`src/hw/abpu_pkg.sv`:
```
// Overview of operation
// - chan_b_pattern0_low holds channel B first pattern bits 15:0, resets to zero
// - chan_b_pattern_mid bits 15:8 hold channel B second pattern bits 7:0
// - chan_b_pattern_mid bits 7:0 hold channel B first pattern bits 23:16
// - appended_user_field bits 13:8 are appended to every channel B result while the test pattern is off
// - appended_user_field bits 5:0 are appended to every channel A result
// - gain_cal_and_init_key bits 13 and 6 are global gain calibration enables
// - key 11b at 33h bits 5:4 grants init access; 00b returns to normal
// - writing bit 14 of 90h from zero to one triggers a temperature load
// - channel B mode 3 alternates patterns, 0 and 1 first, 2 ramp
package abpu_pkg;
  localparam int unsigned ABPU_ADDR_W   = 8;
  localparam int unsigned ABPU_DATA_W   = 16;
  localparam int unsigned ABPU_CONV_W   = 18;
  localparam int unsigned ABPU_USER_W   = 6;
  localparam int unsigned ABPU_PAT_W    = 24;
  localparam int unsigned ABPU_INC_W    = 4;

  // register offsets
  localparam logic [7:0] ABPU_OFS_PAT0_LO = 8'h19;
  localparam logic [7:0] ABPU_OFS_PAT_MID = 8'h1a;
  localparam logic [7:0] ABPU_OFS_USER    = 8'h1c;
  localparam logic [7:0] ABPU_OFS_GAIN    = 8'h33;
  localparam logic [7:0] ABPU_OFS_TEMP    = 8'h90;

  localparam logic [15:0] ABPU_REG_RST    = 16'h0000;
  localparam logic [23:0] ABPU_PAT_RST    = 24'h00_0000;

  // field positions
  localparam int unsigned ABPU_MID_P1_LSB = 8;
  localparam int unsigned ABPU_MID_P0_MSB = 7;
  localparam int unsigned ABPU_MID_P0_LSB = 0;
  localparam int unsigned ABPU_USR_B_LSB  = 8;
  localparam int unsigned ABPU_USR_B_MSB  = 13;
  localparam int unsigned ABPU_USR_A_LSB  = 0;
  localparam int unsigned ABPU_USR_A_MSB  = 5;
  localparam int unsigned ABPU_GAIN_HI    = 13;
  localparam int unsigned ABPU_GAIN_LO    = 6;
  localparam int unsigned ABPU_KEY_LSB    = 4;
  localparam int unsigned ABPU_KEY_MSB    = 5;
  localparam int unsigned ABPU_TLOAD_BIT  = 14;

  localparam logic [1:0] ABPU_KEY_OPEN    = 2'h3;
  localparam logic [1:0] ABPU_KEY_NORMAL  = 2'h0;

  // channel B pattern select codes
  localparam logic [1:0] ABPU_MODE_FIX0   = 2'h0;
  localparam logic [1:0] ABPU_MODE_FIX1   = 2'h1;
  localparam logic [1:0] ABPU_MODE_RAMP   = 2'h2;
  localparam logic [1:0] ABPU_MODE_ALT    = 2'h3;
endpackage : abpu_pkg

```
`src/hw/abpu_pattern_gen.sv`:
```
`timescale 1ns/1ps
module abpu_pattern_gen
  import abpu_pkg::*;
(
  input  wire logic                  i_sys_clk,
  input  wire logic                  i_rst_n,
  input  wire logic                  i_sample,
  input  wire logic [1:0]            i_mode,
  input  wire logic [ABPU_INC_W-1:0] i_ramp_inc,
  input  wire logic [ABPU_PAT_W-1:0] i_first,
  input  wire logic [ABPU_PAT_W-1:0] i_second,
  output      logic [ABPU_PAT_W-1:0] o_pattern
);
  logic                  phase_q;
  logic                  phase_d;
  logic [ABPU_PAT_W-1:0] ramp_q;
  logic [ABPU_PAT_W-1:0] ramp_d;
  logic [ABPU_PAT_W-1:0] step;
  logic                  is_alt;
  logic                  is_ramp;

  // pattern selection by mode
  assign is_alt    = (i_mode == ABPU_MODE_ALT);
  assign is_ramp   = (i_mode == ABPU_MODE_RAMP);
  assign step      = ABPU_PAT_W'(i_ramp_inc) + ABPU_PAT_W'(1);
  assign o_pattern = is_ramp ? ramp_q :
                     (is_alt && phase_q) ? i_second : i_first;
  assign phase_d   = is_alt ? ~phase_q : 1'b0;
  assign ramp_d    = is_ramp ? ramp_q + step : ABPU_PAT_RST;

  // advance alternation phase and ramp once per sample
  always_ff @(posedge i_sys_clk) begin
    if (!i_rst_n) begin
      phase_q <= 1'b0;
      ramp_q  <= ABPU_PAT_RST;
    end else if (i_sample) begin
      phase_q <= phase_d;
      ramp_q  <= ramp_d;
    end
  end

  a_fixed_first: assert property (@(posedge i_sys_clk) disable iff (!i_rst_n)
    (i_mode == ABPU_MODE_FIX0 || i_mode == ABPU_MODE_FIX1)
      |-> o_pattern == i_first)
    else $error("fixed mode does not give first pattern");

  a_alt_toggle: assert property (@(posedge i_sys_clk) disable iff (!i_rst_n)
    (i_sample && is_alt) |=> phase_q != $past(phase_q))
    else $error("alternate mode did not swap pattern");

  a_ramp_step: assert property (@(posedge i_sys_clk) disable iff (!i_rst_n)
    (i_sample && is_ramp) |=>
      ramp_q == $past(ramp_q) + ABPU_PAT_W'($past(i_ramp_inc)) +
                ABPU_PAT_W'(1))
    else $error("ramp did not step by increment plus one");
endmodule : abpu_pattern_gen

```
`src/hw/abpu_regs.sv`:
```
`timescale 1ns/1ps
module abpu_regs
  import abpu_pkg::*;
(
  input  wire logic                   i_sys_clk,
  input  wire logic                   i_rst_n,
  input  wire logic [ABPU_ADDR_W-1:0] i_addr,
  input  wire logic [ABPU_DATA_W-1:0] i_wdata,
  input  wire logic                   i_wr,
  input  wire logic                   i_rd,
  input  wire logic                   i_conv_valid,
  input  wire logic [ABPU_CONV_W-1:0] i_conv_a,
  input  wire logic [ABPU_CONV_W-1:0] i_conv_b,
  input  wire logic                   i_chan_b_pattern_on,
  input  wire logic [1:0]             i_chan_b_pattern_select,
  input  wire logic [ABPU_INC_W-1:0]  i_chan_b_ramp_inc,
  input  wire logic [ABPU_DATA_W-1:0] i_chan_b_second_pattern_hi,
  output      logic [ABPU_DATA_W-1:0] o_rdata,
  output      logic [ABPU_PAT_W-1:0]  o_word_a,
  output      logic [ABPU_PAT_W-1:0]  o_word_b,
  output      logic                   o_word_valid,
  output      logic [ABPU_PAT_W-1:0]  o_chan_b_first_pattern,
  output      logic [ABPU_USER_W-1:0] o_user_bits_a,
  output      logic [ABPU_USER_W-1:0] o_user_bits_b,
  output      logic                   o_gain_cal_global_hi,
  output      logic                   o_gain_cal_global_lo,
  output      logic                   o_init_access,
  output      logic                   o_temp_load
);
  logic [ABPU_DATA_W-1:0] pat0_lo_q;
  logic [ABPU_DATA_W-1:0] pat_mid_q;
  logic [ABPU_DATA_W-1:0] user_q;
  logic [ABPU_DATA_W-1:0] gain_q;
  logic [ABPU_DATA_W-1:0] temp_q;
  logic [ABPU_DATA_W-1:0] rdata_q;
  logic [ABPU_DATA_W-1:0] rdata_d;
  logic [ABPU_DATA_W-1:0] rd_mux;
  logic                   init_q;
  logic                   init_d;
  logic                   tload_q;
  logic                   tload_d;
  logic [ABPU_PAT_W-1:0]  word_a_q;
  logic [ABPU_PAT_W-1:0]  word_b_q;
  logic [ABPU_PAT_W-1:0]  word_b_d;
  logic                   wvalid_q;
  logic [ABPU_PAT_W-1:0]  first_pat;
  logic [ABPU_PAT_W-1:0]  second_pat;
  logic [ABPU_PAT_W-1:0]  pattern_b;
  logic [ABPU_USER_W-1:0] usr_a;
  logic [ABPU_USER_W-1:0] usr_b;
  logic [1:0]             key_wr;
  logic                   sel_pat0;
  logic                   sel_mid;
  logic                   sel_user;
  logic                   sel_gain;
  logic                   sel_temp;
  logic                   wr_pat0;
  logic                   wr_mid;
  logic                   wr_user;
  logic                   wr_gain;
  logic                   wr_temp;

  // address decode and write strobes
  assign sel_pat0 = (i_addr == ABPU_OFS_PAT0_LO);
  assign sel_mid  = (i_addr == ABPU_OFS_PAT_MID);
  assign sel_user = (i_addr == ABPU_OFS_USER);
  assign sel_gain = (i_addr == ABPU_OFS_GAIN);
  assign sel_temp = (i_addr == ABPU_OFS_TEMP);
  assign wr_pat0  = i_wr & sel_pat0;
  assign wr_mid   = i_wr & sel_mid;
  assign wr_user  = i_wr & sel_user;
  assign wr_gain  = i_wr & sel_gain;
  assign wr_temp  = i_wr & sel_temp;

  // read mux, unmapped offsets read zero, no read side effects
  assign rd_mux = sel_pat0 ? pat0_lo_q :
                  sel_mid  ? pat_mid_q :
                  sel_user ? user_q    :
                  sel_gain ? gain_q    :
                  sel_temp ? temp_q    : ABPU_REG_RST;
  assign rdata_d = i_rd ? rd_mux : ABPU_REG_RST;

  // pattern assembly across the two pattern registers
  assign first_pat  = {pat_mid_q[ABPU_MID_P0_MSB:ABPU_MID_P0_LSB],
                       pat0_lo_q};
  assign second_pat = {i_chan_b_second_pattern_hi,
                       pat_mid_q[ABPU_DATA_W-1:ABPU_MID_P1_LSB]};

  // appended user fields
  assign usr_a = user_q[ABPU_USR_A_MSB:ABPU_USR_A_LSB];
  assign usr_b = user_q[ABPU_USR_B_MSB:ABPU_USR_B_LSB];

  // init key decode: 11b opens, 00b closes, other codes keep state
  assign key_wr = i_wdata[ABPU_KEY_MSB:ABPU_KEY_LSB];
  assign init_d = !wr_gain ? init_q :
                  (key_wr == ABPU_KEY_OPEN)   ? 1'b1 :
                  (key_wr == ABPU_KEY_NORMAL) ? 1'b0 : init_q;

  // load trigger only on a zero-to-one write of the trigger bit
  assign tload_d = wr_temp & i_wdata[ABPU_TLOAD_BIT] &
                   ~temp_q[ABPU_TLOAD_BIT];

  // channel B output: test pattern or result with user bits
  assign word_b_d = i_chan_b_pattern_on ? pattern_b :
                    {i_conv_b, usr_b};

  abpu_pattern_gen u_pattern_gen (
    .i_sys_clk  (i_sys_clk),
    .i_rst_n    (i_rst_n),
    .i_sample   (i_conv_valid),
    .i_mode     (i_chan_b_pattern_select),
    .i_ramp_inc (i_chan_b_ramp_inc),
    .i_first    (first_pat),
    .i_second   (second_pat),
    .o_pattern  (pattern_b)
  );

  // register storage, reserved bits kept as written
  always_ff @(posedge i_sys_clk) begin
    if (!i_rst_n) begin
      pat0_lo_q <= ABPU_REG_RST;
      pat_mid_q <= ABPU_REG_RST;
      user_q    <= ABPU_REG_RST;
      gain_q    <= ABPU_REG_RST;
      temp_q    <= ABPU_REG_RST;
    end else begin
      if (wr_pat0) pat0_lo_q <= i_wdata;
      if (wr_mid)  pat_mid_q <= i_wdata;
      if (wr_user) user_q    <= i_wdata;
      if (wr_gain) gain_q    <= i_wdata;
      if (wr_temp) temp_q    <= i_wdata;
    end
  end

  // read data, init access flag and load pulse
  always_ff @(posedge i_sys_clk) begin
    if (!i_rst_n) begin
      rdata_q <= ABPU_REG_RST;
      init_q  <= 1'b0;
      tload_q <= 1'b0;
    end else begin
      rdata_q <= rdata_d;
      init_q  <= init_d;
      tload_q <= tload_d;
    end
  end

  // output words captured on each conversion
  always_ff @(posedge i_sys_clk) begin
    if (!i_rst_n) begin
      word_a_q <= ABPU_PAT_RST;
      word_b_q <= ABPU_PAT_RST;
      wvalid_q <= 1'b0;
    end else begin
      wvalid_q <= i_conv_valid;
      if (i_conv_valid) begin
        word_a_q <= {i_conv_a, usr_a};
        word_b_q <= word_b_d;
      end
    end
  end

  assign o_rdata                = rdata_q;
  assign o_word_a               = word_a_q;
  assign o_word_b               = word_b_q;
  assign o_word_valid           = wvalid_q;
  assign o_chan_b_first_pattern = first_pat;
  assign o_user_bits_a          = usr_a;
  assign o_user_bits_b          = usr_b;
  assign o_gain_cal_global_hi   = gain_q[ABPU_GAIN_HI];
  assign o_gain_cal_global_lo   = gain_q[ABPU_GAIN_LO];
  assign o_init_access          = init_q;
  assign o_temp_load            = tload_q;

  a_pat0_store: assert property (@(posedge i_sys_clk) disable iff (!i_rst_n)
    wr_pat0 |=> o_chan_b_first_pattern[ABPU_DATA_W-1:0] ==
                $past(i_wdata))
    else $error("first pattern low word not stored");

  a_mid_split: assert property (@(posedge i_sys_clk) disable iff (!i_rst_n)
    wr_mid |=> (o_chan_b_first_pattern[ABPU_PAT_W-1:ABPU_DATA_W] ==
                $past(i_wdata[ABPU_MID_P0_MSB:ABPU_MID_P0_LSB])) &&
               (second_pat[ABPU_MID_P0_MSB:0] ==
                $past(i_wdata[ABPU_DATA_W-1:ABPU_MID_P1_LSB])))
    else $error("middle register split wrong");

  a_user_b_tail: assert property (@(posedge i_sys_clk) disable iff (!i_rst_n)
    (i_conv_valid && !i_chan_b_pattern_on) |=>
      o_word_valid && o_word_b == {$past(i_conv_b), $past(usr_b)})
    else $error("channel B user bits not appended");

  a_user_a_tail: assert property (@(posedge i_sys_clk) disable iff (!i_rst_n)
    i_conv_valid |=> o_word_a == {$past(i_conv_a), $past(usr_a)})
    else $error("channel A user bits not appended");

  a_gain_bits: assert property (@(posedge i_sys_clk) disable iff (!i_rst_n)
    wr_gain |=> o_gain_cal_global_hi == $past(i_wdata[ABPU_GAIN_HI]) &&
                o_gain_cal_global_lo == $past(i_wdata[ABPU_GAIN_LO]))
    else $error("gain calibration enables not stored");

  a_init_key: assert property (@(posedge i_sys_clk) disable iff (!i_rst_n)
    (wr_gain && key_wr == ABPU_KEY_OPEN) |=>
      o_init_access [*2] or (o_init_access ##1 wr_gain))
    else $error("init key did not grant access");

  a_init_close: assert property (@(posedge i_sys_clk) disable iff (!i_rst_n)
    !(wr_gain && key_wr == ABPU_KEY_OPEN) && !o_init_access
      |=> !o_init_access)
    else $error("init access rose without key");

  a_temp_load: assert property (@(posedge i_sys_clk) disable iff (!i_rst_n)
    o_temp_load |-> $past(wr_temp) && $past(i_wdata[ABPU_TLOAD_BIT]) &&
                    !$past(temp_q[ABPU_TLOAD_BIT]))
    else $error("load pulse without zero to one write");

  a_temp_rise: assert property (@(posedge i_sys_clk) disable iff (!i_rst_n)
    (wr_temp && i_wdata[ABPU_TLOAD_BIT] && !temp_q[ABPU_TLOAD_BIT])
      |=> o_temp_load ##1 !o_temp_load)
    else $error("trigger write gave no single pulse");

  a_read_data: assert property (@(posedge i_sys_clk) disable iff (!i_rst_n)
    i_rd |=> o_rdata == $past(rd_mux))
    else $error("read data wrong");

  a_read_idle: assert property (@(posedge i_sys_clk) disable iff (!i_rst_n)
    !i_rd |=> o_rdata == ABPU_REG_RST)
    else $error("read data not zero outside read answer");
endmodule : abpu_regs

```
`config.mk`:
```
export PLATFORM = sky130hd
export DESIGN_NAME = abpu_regs
export DESIGN_NICKNAME = d
export VERILOG_FILES = /design/src/hw/abpu_pkg.sv /design/src/hw/abpu_pattern_gen.sv /design/src/hw/abpu_regs.sv
export SDC_FILE = /design/constraint.sdc
export NUM_CORES = 1
export LEC_CHECK = 0
export BUFFER_PORTS_ARGS = -buffer_cell sky130_fd_sc_hd__buf_4
export CORE_MARGIN = 4
export CORE_UTILIZATION = 25
export CTS_CLUSTER_DIAMETER = 50
export DETAILED_ROUTE_END_ITERATION = 10
export GPL_TIMING_DRIVEN = 0
export SKIP_LAST_GASP = 1
export SLEW_MARGIN = 20
export SYNTH_ARGS = -nofsm -noshare
export SYNTH_HDL_FRONTEND = slang
export SYNTH_SLANG_ARGS = --single-unit
```
`constraint.sdc`:
```
create_clock -name i_sys_clk -period 2.6 [get_ports i_sys_clk]
set_input_delay 0 -clock i_sys_clk [delete_from_list [all_inputs] [get_ports i_sys_clk]]
set_output_delay 0 -clock i_sys_clk [all_outputs]
set_load 0.02 [all_outputs]
```
==> impl_metrics.env <==
export IMPL_synth_seq_cells=172
export IMPL_vias_per_cell=4.785
export IMPL_syn_inst=935
export IMPL_rsz0062_at_grt="no"
export IMPL_yosysUniqueCellTypes=44
export IMPL_cts_sinks=172
export IMPL_power_frac_comb=0.110
export IMPL_critPathMaxStageDelay_ns=0.67
export IMPL_nets=1296
export IMPL_required_ns=2.98
export IMPL_clkLatencyLatePin_ns=0.43
export IMPL_internal_power_mw=4.348
export IMPL_crit_arrival_ns=2.59
export IMPL_finalPower_mw=5.882
export IMPL_synth_most_common_cell="nand2_1"
export IMPL_grt_pass1_vias=7683
export IMPL_syn_area_um2=7898
export IMPL_drc=0
export IMPL_place_ws_ns=0.1188
export IMPL_holdPathStages=4
export IMPL_finClkSkew_ns=0.01328
export IMPL_finalNonFillerCells=1608
export IMPL_rows=64
export IMPL_status="finished, final reports clean"
export IMPL_cts_resized_gates=0
export IMPL_tns_ns=0
export IMPL_diodes=0
export IMPL_swShare=0.2608
export IMPL_worstPathCellList="clkbuf_1, clkbuf_1, buf_1, nand3_1, dlygate4sd3_1, mux2i_1, and2_1"
export IMPL_synth_top_cell_by_area="dfxtp_1"
export IMPL_cts_buffers_inserted=17
export IMPL_final_min_clock_period_ns=2.207
export IMPL_netlist_area_leader_share=0.4360
export IMPL_cp_depth=7
export IMPL_path_max_fanout=10
export IMPL_fmax_mhz=453.2
export IMPL_synthTopCellsByArea="dfxtp_1 (44%), nand2_1 (8.4%), a21boi_0 (6.7%), mux2i_1 (6.2%), a21oi_1 (6.1%)"
export IMPL_end_kind="flip-flop"
export IMPL_grt_usage=0.1649
export IMPL_die_x_um=185.7
export IMPL_cts_tree="done"
export IMPL_finalWirelength_um=28770
export IMPL_setup_violations=0
export IMPL_synthArstFlopShare=0
export IMPL_place_port_buffers=191
export IMPL_grt_pass1_wl_um=44080
export IMPL_ys_flop_type="dfxtp_1"
export IMPL_syn_area_per_cell_um2=8.447
export IMPL_seqPwrFrac=0.460
export IMPL_ys_seq_area_frac=0.4360
export IMPL_htreeDepth=4
export IMPL_antenna_left=0
export IMPL_power_leakage_nw=4.293
export IMPL_cp_slowest_cell="clkbuf_1"
export IMPL_antenna_found_initial=0
export IMPL_worst_setup_path_type="input port to flip-flop"
export IMPL_die_height_um=185.7
export IMPL_dpl_cell_area_um2=9827
export IMPL_routedWlPerCell_um=17.89
export IMPL_grt_overflow=0
export IMPL_p_sw_mw=1.534
export IMPL_timing_critical_path_mode_cell="clkbuf_1"
export IMPL_worstMarginPinSlew_ns=0.8820
export IMPL_final_area_um2=10950
export IMPL_fp_coreArea_um2=30910
export IMPL_hold_viol=0
export IMPL_critical_path_buf_inv_count=4
export IMPL_via_count=7694
export IMPL_clockBufferDepth=2
export IMPL_drtPass1Iterations=5
export IMPL_yosys_top_cells_count="nand2_1 (177), dfxtp_1 (172), a21oi_1 (96), o21ai_0 (72), a21boi_0 (71)"
export IMPL_worst_hold_slack_ns=0.03165
export IMPL_place_gp_congestion=0.8548
export IMPL_synth_edf_count=0
export IMPL_io_pin_count=193
export IMPL_clockPowerShare=0.430
export IMPL_max_vdd_ir_drop_uv=419.1
export IMPL_dp_cells=1522
export IMPL_crit_path_start_kind="input port"
export IMPL_final_core_util=0.3541
export IMPL_yosys_warnings=0
export IMPL_hold_class="input port to flip-flop"
export IMPL_drtIter0Drc=595
export IMPL_timing_final_ws_setup_ns=0.3935
export IMPL_initial_core_util=0.2555
export IMPL_reg2regPathDepth=6
export IMPL_syn_nets=1032
export IMPL_clk_pin_slew_worst_paths_ns=0.07
export IMPL_p_per_area_nw_per_um2=537.4
export IMPL_cp_top_family="buffers and inverters"
export IMPL_syn_to_final_growth_pct=38.59
export IMPL_slew_headroom=0.4105
export IMPL_fin_crit_sh=0.8487
export IMPL_cts_root_buffer_cell="clkbuf_16"
export IMPL_finalMaxSlewViolations=0
export IMPL_dp_final_hpwl_um=22490
export IMPL_die_area_um2=34500
export IMPL_grt_max_degree=17
export IMPL_drive_gt1_frac=0.2137
export IMPL_cap_violations=0
-- area by class of cell --
class	instances	area (µm²)
fill	3250	19960
multi-input combinational	667	4001
sequential	172	3443
timing repair buffer	245	1974
tap	396	495.5
clock buffer	18	439.2
buffer	85	416.7
clock inverter	14	133.9
inverter	11	41.29
-- state kept, by name, indices dropped and copies added, names as in the netlist --
register               count
gain_q                    16
o_temp_load                1
user_q                    16
o_init_access              1
o_word_valid               1
o_word_b                  24
o_word_a                  24
pat_mid_q                 16
o_rdata                   16
u_pattern_gen.phase_q      1
u_pattern_gen.ramp_q      24
pat0_lo_q                 16
temp_q                    16
-- power by group through the flow --
stage	Combinational, mW	Clock (mW)	Sequential, mW
2_1_floorplan	0.229	0	2.81
3_3_place_gp	0.572	0	2.76
4_1_cts	0.647	2.58	2.71
5_1_grt	0.701	2.71	2.71
6_report	0.644	2.53	2.71
3_5_place_dp	0.577	0	2.77
-- final timing paths --
| kind | end | slack, ns | from |
|---|---|---|---|
| max | u_pattern_gen.phase_q | 0.39 | i_conv_valid |
| min | o_rdata[0] | 0.03 | i_addr[6] |
| max reg2reg | o_word_b[20] | 0.41 | u_pattern_gen.phase_q |
| min reg2reg | gain_q[8] | 0.45 | gain_q[8] |
-- layer usage --
| layer | track usage | share of wire |
|---|---|---|
| met2 | 0.2795 | 0.49 |
| met4 | 0.05130 | 0.026 |
| met5 | 0 | 0 |
| met3 | 0.04026 | 0.062 |
| met1 | 0.2073 | 0.42 |
-- layout by cell type (no fill, tap or decap), drive strengths merged, types with 2 or more instances in the layout --
master	netlist	routed
o21ai	72	72
or3	5	5
xnor2	6	6
nand4	5	5
xor2	12	12
a22o	16	16
a21oi	96	96
ha	8	8
clkinv	0	6
and3	4	4
and2	12	12
o2111ai	2	2
nor2	20	20
nor3	4	4
buf	30	221
o22ai	4	4
a21boi	82	82
dfxtp	172	172
inv	11	17
nand2b	3	3
a221oi	16	16
a211oi	3	3
nand3	28	28
clkbuf	55	73
dlygate4sd3	0	54
nor2b	24	24
mux2i	49	49
nor4	6	6
nand2	177	177
nand3b	4	4
-- cells by family (layout without fill, tap and decap cells) --
kind of cell	Yosys count	count (layout)	share of synthesized area
compound gates	295	295	0.2323
xor+xnor	18	18	0.01996
fa+ha+maj	9	9	0.01521
buf+inv	96	373	0.05798
flops	172	172	0.4360
mux	49	49	0.06210
simple gates	296	296	0.1765
-- worst min-delay path, cell delays in order --
cell	delay, ns
buf_4	0.10
nor2_1	0.13
nand2_1	0.11
a21oi_1	0.06
-- repair_timing --
item | 4_1_cts | 5_1_grt
hold buffers | 54 | 0
setup buffers | 0 | 0
endpoints found under the hold margin | 118 | 0
(Power assumes the default switching activity.)
